**config.mk**
```make
export PLATFORM = sky130hd
export DESIGN_NAME = dopr_output_router
export DESIGN_NICKNAME = d
export VERILOG_FILES = /design/src/dopr_pkg.sv /design/src/dopr_output_router.sv /design/src/dopr_incr_pulse.sv
export SDC_FILE = /design/constraint.sdc
export NUM_CORES = 1
export LEC_CHECK = 0
export ABC_AREA = 1
export BUFFER_PORTS_ARGS = -buffer_cell sky130_fd_sc_hd__buf_2
export CAP_MARGIN = 20
export CORE_MARGIN = 2
export CORE_UTILIZATION = 30
export DETAILED_ROUTE_END_ITERATION = 10
export SYNTH_ARGS = -nofsm -noshare
export SYNTH_HDL_FRONTEND = slang
export SYNTH_HIERARCHICAL = 1
export SYNTH_SLANG_ARGS = --single-unit
```
**constraint.sdc**
```tcl
create_clock -name core_clk -period 4.79 [get_ports core_clk]
set_input_delay 0.7185 -clock core_clk [delete_from_list [all_inputs] [get_ports core_clk]]
set_output_delay 0.7185 -clock core_clk [all_outputs]
set_load 0.005 [all_outputs]
```
**src/dopr_pkg.sv**
```systemverilog
// Shared constants and carrier types of the digital output port router
package dopr_pkg;

  // ------------------------------------------------------------
  // Clock and timing
  // ------------------------------------------------------------
  localparam int CLK_HZ      = 250_000_000;
  localparam int PULSE_US    = 100;
  localparam int PULSE_CYC   = (CLK_HZ / 1_000_000) * PULSE_US;
  localparam int BLINK_MS    = 250;
  localparam int BLINK_CYC   = (CLK_HZ / 1_000) * BLINK_MS;

  // ------------------------------------------------------------
  // Object keys: index in the upper 16 bits, subindex in the lower 8
  // ------------------------------------------------------------
  localparam logic [15:0] OBJ_ROUTE      = 16'h3252;
  localparam logic [23:0] KEY_OUT_CTRL   = 24'h60FE01;
  localparam logic [23:0] KEY_POLARITY   = 24'h325002;
  localparam logic [23:0] KEY_FORCE_EN   = 24'h325003;
  localparam logic [23:0] KEY_FORCE_VAL  = 24'h325004;
  localparam logic [23:0] KEY_APPLIED    = 24'h325005;
  localparam logic [23:0] KEY_ROUTE_EN   = 24'h325008;
  localparam logic [23:0] KEY_LED_CTRL   = 24'h325009;
  localparam logic [23:0] KEY_BRK_FREQ   = 24'h203805;
  localparam logic [23:0] KEY_BRK_DUTY   = 24'h203806;

  // ------------------------------------------------------------
  // Field positions and values
  // ------------------------------------------------------------
  localparam int          OUT_BIT_BASE   = 16;
  localparam int          BRAKE_BIT      = 0;
  localparam int          LED_GREEN_BIT  = 0;
  localparam int          LED_RED_BIT    = 1;
  localparam int          ROUTE_INV_BIT  = 7;
  localparam int          PIN_BRAKE      = 0;
  localparam int          PIN_SOFT_PWM   = 1;
  localparam int          PIN_OUT_BASE   = 2;
  localparam logic [31:0] ROUTE_EN_ON    = 32'h0000_0001;
  localparam int          NUM_DIV        = 7;

  // ------------------------------------------------------------
  // Routing source codes (upper byte of an entry)
  // ------------------------------------------------------------
  localparam logic [7:0]  SRC_ONE        = 8'h00;
  localparam logic [7:0]  SRC_ZERO       = 8'h01;
  localparam logic [7:0]  SRC_ENC_FIRST  = 8'h02;
  localparam logic [7:0]  SRC_ENC_LAST   = 8'h08;
  localparam logic [7:0]  SRC_POS_FIRST  = 8'h09;
  localparam logic [7:0]  SRC_POS_LAST   = 8'h0F;
  localparam logic [7:0]  SRC_PWM        = 8'h10;
  localparam logic [7:0]  SRC_PWM_INV    = 8'h11;

  // ------------------------------------------------------------
  // Brake PWM
  // ------------------------------------------------------------
  localparam logic [31:0] BRK_FREQ_MAX   = 32'h0000_07D0;
  localparam logic [31:0] BRK_FREQ_RST   = 32'h0000_07D0;
  localparam logic [6:0]  DUTY_MIN       = 7'h02;
  localparam logic [6:0]  DUTY_MAX       = 7'h64;
  localparam logic [6:0]  DUTY_RST       = 7'h64;
  localparam logic [6:0]  PCT_LAST       = 7'h63;
  localparam logic [6:0]  PCT_PER_HZ     = 7'h64;
  localparam int          ACC_W          = 29;
  localparam logic [ACC_W-1:0] ACC_MOD   = ACC_W'(CLK_HZ);

  // ------------------------------------------------------------
  // Object access carriers
  // ------------------------------------------------------------
  typedef struct packed {
    logic        wr;
    logic        rd;
    logic [15:0] index;
    logic [7:0]  sub;
    logic [31:0] data;
  } dopr_od_req_t;

  typedef struct packed {
    logic        ack;
    logic        err;
    logic [31:0] data;
  } dopr_od_rsp_t;

endpackage : dopr_pkg

```
**src/dopr_output_router.sv**
```systemverilog
// Digital output stage with polarity, forcing, routing and brake PWM
module dopr_output_router
  import dopr_pkg::*;
#(
  parameter int NUM_OUT      = 4,
  parameter int PULSE_CYCLES = PULSE_CYC,
  parameter int BLINK_CYCLES = BLINK_CYC
) (
  input  wire logic                  core_clk,
  input  wire logic                  rstn,
  input  wire dopr_od_req_t          odReq,
  output dopr_od_rsp_t               odRsp,
  input  wire logic [31:0]           encoderCount,
  input  wire logic [31:0]           positionValue,
  input  wire logic                  errorState,
  input  wire logic [NUM_OUT+1:0]    pinIn,
  output logic      [NUM_OUT+1:0]    pinOut,
  output logic      [NUM_OUT+1:0]    pinOe,
  output logic                       ledGreen,
  output logic                       ledRed
);

  localparam int PIN_W = NUM_OUT + 2;
  localparam int BW    = $clog2(BLINK_CYCLES + 1);

  // ------------------------------------------------------------
  // Elaboration checks
  // ------------------------------------------------------------
  if (NUM_OUT < 1 || NUM_OUT > 16) begin : g_chk_out
    $error("NUM_OUT must lie between 1 and 16");
  end
  if (BLINK_CYCLES < 1) begin : g_chk_blink
    $error("BLINK_CYCLES must be at least one");
  end

  // ------------------------------------------------------------
  // State
  // ------------------------------------------------------------
  typedef struct packed {
    logic [31:0]               ctrl;
    logic [31:0]               pol;
    logic [31:0]               forceEn;
    logic [31:0]               forceVal;
    logic [31:0]               routeEn;
    logic [31:0]               ledCtrl;
    logic [NUM_OUT:0][15:0]    route;
    logic [31:0]               brkFreq;
    logic [6:0]                brkDuty;
    logic [ACC_W-1:0]          pwmAcc;
    logic [6:0]                pwmPct;
    logic [BW-1:0]             blinkCnt;
    logic                      blinkPhase;
    logic [31:0]               applied;
    logic [PIN_W-1:0]          pinLow;
    logic [PIN_W-1:0]          pinDrive;
    logic                      green;
    logic                      red;
    dopr_od_rsp_t              rsp;
  } dopr_state_t;

  dopr_state_t state_reg;
  dopr_state_t state_next;

  logic [NUM_DIV-1:0] encPulse;
  logic [NUM_DIV-1:0] posPulse;
  logic [23:0]        reqKey;

  assign reqKey = {odReq.index, odReq.sub};

  // ------------------------------------------------------------
  // Increment pulse sources
  // ------------------------------------------------------------
  dopr_incr_pulse #(
    .PULSE_CYCLES (PULSE_CYCLES)
  ) u_enc_pulse (
    .core_clk   (core_clk),
    .rstn       (rstn),
    .countValue (encoderCount),
    .pulseLevel (encPulse)
  );

  dopr_incr_pulse #(
    .PULSE_CYCLES (PULSE_CYCLES)
  ) u_pos_pulse (
    .core_clk   (core_clk),
    .rstn       (rstn),
    .countValue (positionValue),
    .pulseLevel (posPulse)
  );

  // ------------------------------------------------------------
  // Source level of one routing entry
  // ------------------------------------------------------------
  function automatic logic srcLevel(
    input logic [7:0]         src,
    input logic [NUM_DIV-1:0] enc,
    input logic [NUM_DIV-1:0] pos,
    input logic               pwm
  );
    logic [7:0] ofs;
    srcLevel = 1'b0;
    ofs      = 8'h00;
    if (src == SRC_ONE) begin
      srcLevel = 1'b1;
    end else if (src == SRC_ZERO) begin
      srcLevel = 1'b0;
    end else if (src >= SRC_ENC_FIRST && src <= SRC_ENC_LAST) begin
      ofs      = src - SRC_ENC_FIRST;
      srcLevel = enc[ofs[2:0]];
    end else if (src >= SRC_POS_FIRST && src <= SRC_POS_LAST) begin
      ofs      = src - SRC_POS_FIRST;
      srcLevel = pos[ofs[2:0]];
    end else if (src == SRC_PWM) begin
      srcLevel = pwm;
    end else if (src == SRC_PWM_INV) begin
      srcLevel = ~pwm;
    end
  endfunction : srcLevel

  // ------------------------------------------------------------
  // Routed level of one entry
  // ------------------------------------------------------------
  function automatic logic routeLevel(
    input logic [15:0]        entry,
    input logic [31:0]        ctrl,
    input logic [NUM_DIV-1:0] enc,
    input logic [NUM_DIV-1:0] pos,
    input logic               pwm
  );
    logic gate;
    gate       = ctrl[entry[4:0]] ^ entry[ROUTE_INV_BIT];
    routeLevel = gate & srcLevel(entry[15:8], enc, pos, pwm);
  endfunction : routeLevel

  // ------------------------------------------------------------
  // Next state
  // ------------------------------------------------------------
  always_comb begin
    logic                    hit;
    logic                    bad;
    logic [31:0]             rdVal;
    logic [ACC_W-1:0]        accSum;
    logic [ACC_W-1:0]        step;
    logic                    pwmLevel;
    logic                    routing;
    logic [31:0]             level;
    logic [31:0]             final_;
    logic                    softLevel;
    hit        = 1'b1;
    bad        = 1'b0;
    rdVal      = '0;
    accSum     = '0;
    step       = '0;
    pwmLevel   = 1'b0;
    routing    = 1'b0;
    level      = '0;
    final_     = '0;
    softLevel  = 1'b0;
    state_next = state_reg;
    state_next.rsp = '0;

    // Object access
    if (odReq.wr || odReq.rd) begin
      case (reqKey)
        KEY_OUT_CTRL: begin
          rdVal = state_reg.ctrl;
          if (odReq.wr) state_next.ctrl = odReq.data;
        end
        KEY_POLARITY: begin
          rdVal = state_reg.pol;
          if (odReq.wr) state_next.pol = odReq.data;
        end
        KEY_FORCE_EN: begin
          rdVal = state_reg.forceEn;
          if (odReq.wr) state_next.forceEn = odReq.data;
        end
        KEY_FORCE_VAL: begin
          rdVal = state_reg.forceVal;
          if (odReq.wr) state_next.forceVal = odReq.data;
        end
        KEY_APPLIED: begin
          rdVal = state_reg.applied;
          bad   = odReq.wr;
        end
        KEY_ROUTE_EN: begin
          rdVal = state_reg.routeEn;
          if (odReq.wr) state_next.routeEn = odReq.data;
        end
        KEY_LED_CTRL: begin
          rdVal = state_reg.ledCtrl;
          if (odReq.wr) state_next.ledCtrl = odReq.data;
        end
        KEY_BRK_FREQ: begin
          rdVal = state_reg.brkFreq;
          if (odReq.wr) begin
            if (odReq.data > BRK_FREQ_MAX) begin
              bad = 1'b1;
            end else begin
              state_next.brkFreq = odReq.data;
            end
          end
        end
        KEY_BRK_DUTY: begin
          rdVal = {25'h0000000, state_reg.brkDuty};
          if (odReq.wr) begin
            if (odReq.data < 32'(DUTY_MIN) || odReq.data > 32'(DUTY_MAX)) begin
              bad = 1'b1;
            end else begin
              state_next.brkDuty = odReq.data[6:0];
            end
          end
        end
        default: begin
          hit = 1'b0;
          if (odReq.index == OBJ_ROUTE) begin
            for (int e = 0; e <= NUM_OUT; e++) begin
              if (odReq.sub == 8'(e + 1)) begin
                hit   = 1'b1;
                rdVal = {16'h0000, state_reg.route[e]};
                if (odReq.wr) state_next.route[e] = odReq.data[15:0];
              end
            end
          end
        end
      endcase
      state_next.rsp.ack  = 1'b1;
      state_next.rsp.err  = ~hit | bad;
      state_next.rsp.data = (odReq.rd && hit) ? rdVal : '0;
    end

    // Brake PWM: percent steps at 100 times the set frequency
    step   = ACC_W'(state_reg.brkFreq[10:0]) * ACC_W'(PCT_PER_HZ);
    accSum = state_reg.pwmAcc + step;
    if (accSum >= ACC_MOD) begin
      state_next.pwmAcc = accSum - ACC_MOD;
      state_next.pwmPct = (state_reg.pwmPct == PCT_LAST) ? 7'h00
                          : state_reg.pwmPct + 7'h01;
    end else begin
      state_next.pwmAcc = accSum;
    end
    pwmLevel = (state_reg.brkDuty >= DUTY_MAX) ? 1'b1
               : (state_reg.pwmPct < state_reg.brkDuty);

    // Level paths
    routing = (state_reg.routeEn == ROUTE_EN_ON);
    level[BRAKE_BIT] = state_reg.ctrl[BRAKE_BIT] & pwmLevel;
    for (int i = 0; i < NUM_OUT; i++) begin
      if (routing) begin
        level[OUT_BIT_BASE + i] = routeLevel(state_reg.route[i + 1],
                                             state_reg.ctrl, encPulse, posPulse,
                                             pwmLevel);
      end else begin
        level[OUT_BIT_BASE + i] = state_reg.ctrl[OUT_BIT_BASE + i];
      end
    end
    softLevel = routing && routeLevel(state_reg.route[0], state_reg.ctrl,
                                      encPulse, posPulse, pwmLevel);

    // Polarity on the unforced value, then force
    final_ = (state_reg.forceEn & state_reg.forceVal)
           | (~state_reg.forceEn & (level ^ state_reg.pol));
    state_next.applied = '0;
    state_next.applied[BRAKE_BIT] = final_[BRAKE_BIT];
    for (int i = 0; i < NUM_OUT; i++) begin
      state_next.applied[OUT_BIT_BASE + i] = final_[OUT_BIT_BASE + i];
    end

    // Open-drain pins: active level sinks, idle level releases
    state_next.pinLow = '0;
    state_next.pinDrive[PIN_BRAKE]    = final_[BRAKE_BIT];
    state_next.pinDrive[PIN_SOFT_PWM] = softLevel;
    for (int i = 0; i < NUM_OUT; i++) begin
      state_next.pinDrive[PIN_OUT_BASE + i] = final_[OUT_BIT_BASE + i];
    end

    // Status LEDs blink from a divided enable
    if (state_reg.blinkCnt == BW'(BLINK_CYCLES - 1)) begin
      state_next.blinkCnt   = '0;
      state_next.blinkPhase = ~state_reg.blinkPhase;
    end else begin
      state_next.blinkCnt = state_reg.blinkCnt + BW'(1);
    end
    state_next.green = state_reg.ledCtrl[LED_GREEN_BIT] & ~errorState
                       & state_reg.blinkPhase;
    state_next.red   = state_reg.ledCtrl[LED_RED_BIT] & errorState
                       & state_reg.blinkPhase;
  end

  // ------------------------------------------------------------
  // Registers
  // ------------------------------------------------------------
  always_ff @(posedge core_clk or negedge rstn) begin
    if (!rstn) begin
      state_reg         <= '0;
      state_reg.brkFreq <= BRK_FREQ_RST;
      state_reg.brkDuty <= DUTY_RST;
    end else begin
      state_reg <= state_next;
    end
  end

  // ------------------------------------------------------------
  // Outputs
  // ------------------------------------------------------------
  assign odRsp    = state_reg.rsp;
  assign pinOut   = state_reg.pinLow;
  assign pinOe    = state_reg.pinDrive;
  assign ledGreen = state_reg.green;
  assign ledRed   = state_reg.red;

endmodule : dopr_output_router

```
**src/dopr_incr_pulse.sv**
```systemverilog
// Increment pulse generator with power-of-two dividers
module dopr_incr_pulse
  import dopr_pkg::*;
#(
  parameter int PULSE_CYCLES = PULSE_CYC
) (
  input  wire logic               core_clk,
  input  wire logic               rstn,
  input  wire logic [31:0]        countValue,
  output logic      [NUM_DIV-1:0] pulseLevel
);

  localparam int CW = $clog2(PULSE_CYCLES + 1);

  if (PULSE_CYCLES < 1) begin : g_chk
    $error("PULSE_CYCLES must be at least one");
  end

  typedef struct packed {
    logic                          primed;
    logic [31:0]                   prev;
    logic [NUM_DIV-2:0]            incCnt;
    logic [NUM_DIV-1:0][CW-1:0]    stretch;
    logic [NUM_DIV-1:0]            level;
  } dopr_pulse_state_t;

  dopr_pulse_state_t state_reg;
  dopr_pulse_state_t state_next;

  // ------------------------------------------------------------
  // Next state
  // ------------------------------------------------------------
  always_comb begin
    logic                 step;
    logic [NUM_DIV-2:0]   cntNew;
    logic [NUM_DIV-2:0]   mask;
    mask       = '0;
    state_next = state_reg;
    step       = state_reg.primed && (countValue != state_reg.prev);
    cntNew     = state_reg.incCnt + (NUM_DIV-1)'(step);
    state_next.primed = 1'b1;
    state_next.prev   = countValue;
    state_next.incCnt = cntNew;
    for (int k = 0; k < NUM_DIV; k++) begin
      mask = (NUM_DIV-1)'((7'h01 << k) - 7'h01);
      if (step && ((cntNew & mask) == '0)) begin
        state_next.stretch[k] = CW'(PULSE_CYCLES);
      end else if (state_reg.stretch[k] != '0) begin
        state_next.stretch[k] = state_reg.stretch[k] - CW'(1);
      end
      state_next.level[k] = (state_next.stretch[k] != '0);
    end
  end

  always_ff @(posedge core_clk or negedge rstn) begin
    if (!rstn) begin
      state_reg <= '0;
    end else begin
      state_reg <= state_next;
    end
  end

  assign pulseLevel = state_reg.level;

endmodule : dopr_incr_pulse

```
Word level (Yosys, flattened, before mapping)
Index checks and enable logic that the tools add are counted.
Word-level totals
  register bits after elaboration: 722
  input port bits: 131
  output and inout bits: 48
  word-level logic and storage cells: 390
Operators by class
  add/sub/neg operators: 30
  $mul: 1
  $lt $le $gt $ge: 41
  equal/unequal tests: 35
  mux-type cells: 123
  bitwise logic cells: 28
  reduce and logical (&&, ||, !) cells: 87
Operators by type and width (count)
  $mux 15: 28
  $reduce_bool 15->1: 28
  $pmux 32 s9: 1
  $sub 15x1->15 const B: 14
  $eq 24x22->1 const B: 8
  $mux 32: 5
  $eq 8x5->1 const B: 10
  $le 8x4->1 const B: 10
  $logic_not 6->1: 12
  $mux 1: 67
  $ne 32x32->1: 2
  $eq 8x1->1 const B: 6
  $and 20x20->20: 2
  $ge 8x2->1 const B: 5
  $ge 8x4->1 const B: 5
  $logic_not 8->1: 5
  $lt 3x4->1 const B: 10
  $mux 34: 1
  $eq 32x1->1 const B: 1
  $gt 32x11->1 const B: 1
  $gt 32x7->1 const B: 1
  $lt 32x2->1 const B: 1
  $mux 16: 2
  $bmux 1 s3: 10
  other kinds (36): 110

Longest topological paths before layout
  depth after elaboration: 15
  gate-level depth with buffers: 38
  gate-level depth less buffers: 38

Hierarchy
The synthesis kept the hierarchy.
By module, submodules not included
  dopr_output_router: instances 1, cells each 3462, area each 25126.6 sq um, sequential area each 10371.2 sq um
  dopr_incr_pulse at u_pos_pulse: instances 1, cells each 1071, area each 8501.9 sq um, sequential area each 3778.6 sq um
  dopr_incr_pulse at u_enc_pulse: instances 1, cells each 1080, area each 8426.8 sq um, sequential area each 3778.6 sq um

Least setup slack after synthesis
No wires, ideal clock.
  path kind: reg-to-reg
  from: register, netlist name state_reg[154]
  to: register, netlist name state_reg[128]
  library setup time: 0.117 ns
  arrival time: 4.857 ns
  required time: 4.673 ns
  setup slack: -0.184 ns
  stages on the path, launching flop included: 33
  buffers on the path: 2
  period minus slack after synthesis: 4.974 ns
  cell sequence: dfstp_2 -> ha_1 -> ha_1 -> fa_1 -> ha_1 -> a21oi_1 -> nand2_1 -> a21oi_1 -> o21bai_1 -> a21oi_1 -> o21ai_0 -> nand2_1 -> nand2_1 -> a21oi_1 -> xor2_1 -> ha_1 -> nand2_1 -> inv_1 -> nand2_1 -> nand2_1 -> a21oi_1 -> nand2_4 -> nand2_1 -> nand2_1 -> and2_1 -> nand3_1 -> nand3_2 -> nand2_1 -> nand3_1 -> buf_4 -> buf_6 -> nand2_1 -> nand2_1

==> flow_summary.yaml <==
timing:
  worst_slack_ps: -346.1
  tns_ps: -9389
  clock.fmax_mhz: 194.7
  rsz0062_at_grt: "yes"
  skew_ps: 69.46
  maxSlewHeadroom_pct: 36.89
  final-max-slew-violation-count: 0
  worst_pin_slew_ps: 937.9
  fin_crit_ps: 5136
  hold_viol: 0
  setup_viol: 29
  period_share_pct: 107.2
grt:
  busiest_layer: "met2"
  use_met2_pct: 26.90
  grt_overflow: 0
  grt_use_total_pct: 16.62
  antenna_found_initial: 8
  grt_pass1_wl_um: 191900
  grt_start_max_net_pins: 104
  grt_util_met1_pct: 21.73
  grt_pass1_vias: 35505
  met3_usage_pct: 3.206
synthesis:
  synth_area_mm2: 0.04206
  synthSimpleGateAreaFrac_pct: 28.40
  netlist.area_leader.share_pct: 42.07
  synthMuxAreaShare_pct: 0
  synthFlopType: "dfrtp_1"
  yosys-top-cells-count: "1,466 x nand2_1, 707 x dfrtp_1, 684 x inv_1"
  synth_compound_area_share_pct: 10.73
  syn_area_per_cell_um2: 7.492
  yosysMostFrequentCell: "nand2_1"
  synth-seq-cells: 716
  syn_inst: 5613
  synth_top_family_by_area: "simple AND/OR/NAND/NOR gates"
  ys_warn_count: 6
  synth_seq_area_share_pct: 42.63
  synth-edff-count: 0
  synth_top_cell_by_area: "dfrtp_1"
  synth-xor-area-share_pct: 5.034
  synth_area_leaders: "dfrtp_1 42%, nand2_1 13%, inv_1 6.1%, o21ai_0 5.7%, nor2_1 5.2%"
  synth_async_sr_flop_share_pct: 100.0
  synthAdderAreaFrac_pct: 3.606
  ys_types: 69
worst_setup_path:
  cp-start-kind: "flip-flop"
  cp.arrival_ps: 5780
  cp_max_fo: 6
  path_common_cell: "nand2_1"
  endpoint_kind: "flip-flop"
  required_ps: 5440
  crit_path_top_delay_cell: "fa_1"
  max_stage_delay_ps: 450
  critPathKind: "flip-flop to flip-flop"
job:
  maxCapViolations: 0
floorplanning:
  die_h_um: 378.4
  die_x_um: 378.4
  ioPinCount: 179
  fp-row-count: 137
  initial_core_util_pct: 30.18
  dieArea_mm2: 0.1432
  core_mm2: 0.1394
route:
  wl_um: 120300
  avgViaCountPerCell: 4.769
  firstDrtPassIters: 8
  drc: 0
  vias: 37034
  drtIter0Drc: 2831
  wire_per_inst_um: 15.49
  ant_nets: 0
clock_tree:
  root_buffer: "clkbuf_16"
  clk_latency_ps: 720
  htree_levels: 3
  clk_path_buf_depth: 3
  numCtsBuffers: 87
  clk_pin_slew_ps: 60
  cts_tree: "done"
  cts.sinks: 716
cells_and_area:
  area_delta_synth_final_pct: 17.71
  final_nets: 6072
  finalNonFillerCells: 7765
  largest_reg_flops: 373
  drive_gt1_share_pct: 14.17
pwr:
  p_per_area_mw_per_mm2: 348.2
  total_power_uw: 17240
  power_leakage_uw: 0.02394
  vdd_ir_drop_max_v: 0.0002829
place:
  place_inst: 7580
  gp_congestion: 0.9868
  port_buffers: 166
  dp_hpwl_um: 86230
status:
  violations: "setup timing"
  status: "finished, violations left"
min_path:
  hold_path.class: "input pin to async pin"
-- metal layers --
metal / vias up / routed length, µm / share of wire, %
met5: - / 16 / 0.013
met4: 2 / 4635 / 3.9
met3: 246 / 7317 / 6.1
met2: 1029 / 55260 / 46
met1: 17433 / 53040 / 44
li1: 18324 / - / -
-- critical path, delay by kind of cell, from the launching register on --
kind,cells,cell delay [ps]
and+or+nand+nor,16,1580
adders and majority gates,5,1550
buffers and inverters,3,420
AOI/OAI and AO/OA,6,740
DFF,1,430
xor gates and xnor gates,2,310
-- cells by family (layout without fill, tap and decap cells) --
logic type | count (synthesis) | in the layout
xor+xnor | 240 | 240
other cells | 3 | 10
buf+inv | 962 | 1230
simple gates | 2761 | 2762
flops | 716 | 716
fa+ha+maj | 117 | 117
compound gates | 814 | 814
-- where the power goes --
group,switching [µW],internal (µW)
combinational,2090,1240
sequential,448,6580
clock,2790,4080
-- repair_timing --
| item | CTS | global route |
|---|---|---|
| pin swaps | 29 | 63 |
| cloned | 2 | 2 |
| setup buffers | 19 | 8 |
| gates resized for setup | 54 | 121 |
| endpoints found under the setup margin | 29 | 29 |
| hold buffers | 0 | 0 |
-- cells in the final DEF (no fill, tap or decap), types with 16 or more instances in the layout --
| cell type | netlist | final |
|---|---|---|
| ha_1 | 110 | 92 |
| xnor2_1 | 104 | 104 |
| nor4_1 | 25 | 25 |
| a221oi_1 | 18 | 18 |
| inv_2 | 30 | 41 |
| nand2_4 | 8 | 32 |
| o21ai_0 | 476 | 474 |
| nand4_1 | 105 | 105 |
| dfrtp_1 | 707 | 705 |
| nor3_1 | 79 | 76 |
| clkbuf_8 | 0 | 18 |
| ha_4 | 0 | 17 |
| nor2_2 | 45 | 52 |
| inv_1 | 684 | 672 |
| nand2_1 | 1466 | 1387 |
| buf_2 | 33 | 166 |
| buf_4 | 68 | 167 |
| nand3_2 | 10 | 16 |
| nor2_4 | 11 | 24 |
| o22ai_1 | 16 | 16 |
| xor2_1 | 134 | 133 |
| a21oi_1 | 167 | 159 |
| clkbuf_16 | 0 | 89 |
| nor2_1 | 583 | 563 |
| o21ai_1 | 21 | 22 |
| nand3_1 | 332 | 323 |
| nand3b_1 | 17 | 17 |
| nand2_2 | 27 | 81 |
-- metrics by stage --
stage / area (µm²) / utilization [%] / hold WS, ps / setup WS, ps
2_1_floorplan: 42270 / - / 422.9 / -56.14
3_3_place_gp: 45510 / 32.66 / 458.1 / -311.9
3_5_place_dp: 45510 / 32.66 / 471.4 / -378.8
4_1_cts: 48940 / 35.12 / 81.47 / -252.5
5_1_grt: 49510 / 35.52 / 122.8 / -643.4
6_report: 49510 / 35.52 / 81.69 / -346.1
-- final cells by class --
class / count / area [µm²]
clock inverter: 34 / 546.8
fill: 14505 / 89850
clock buffer: 118 / 2474
timing repair buffer: 357 / 2515
sequential: 716 / 17930
antenna: 2 / 5.005
tap: 1876 / 2347
inverter: 721 / 2711
multi-input combinational: 3941 / 20980
-- path summary, 6_finish.rpt --
check	startpoint	to	slack, ps	depth (start not counted)
min in group core_clk	encoderCount[10]	u_enc_pulse/state_reg[128]	170	1
hold / removal	rstn	u_enc_pulse/state_reg[38]	80	1
hold reg to reg	state_reg[285]	state_reg[285]	480	2
max in group asynchronous	rstn	state_reg[415]	3630	2
setup reg to reg	state_reg[153]	state_reg[135]	-350	32
setup / recovery	state_reg[153]	state_reg[135]	-350	32
Power figures use the tool's default switching activity.
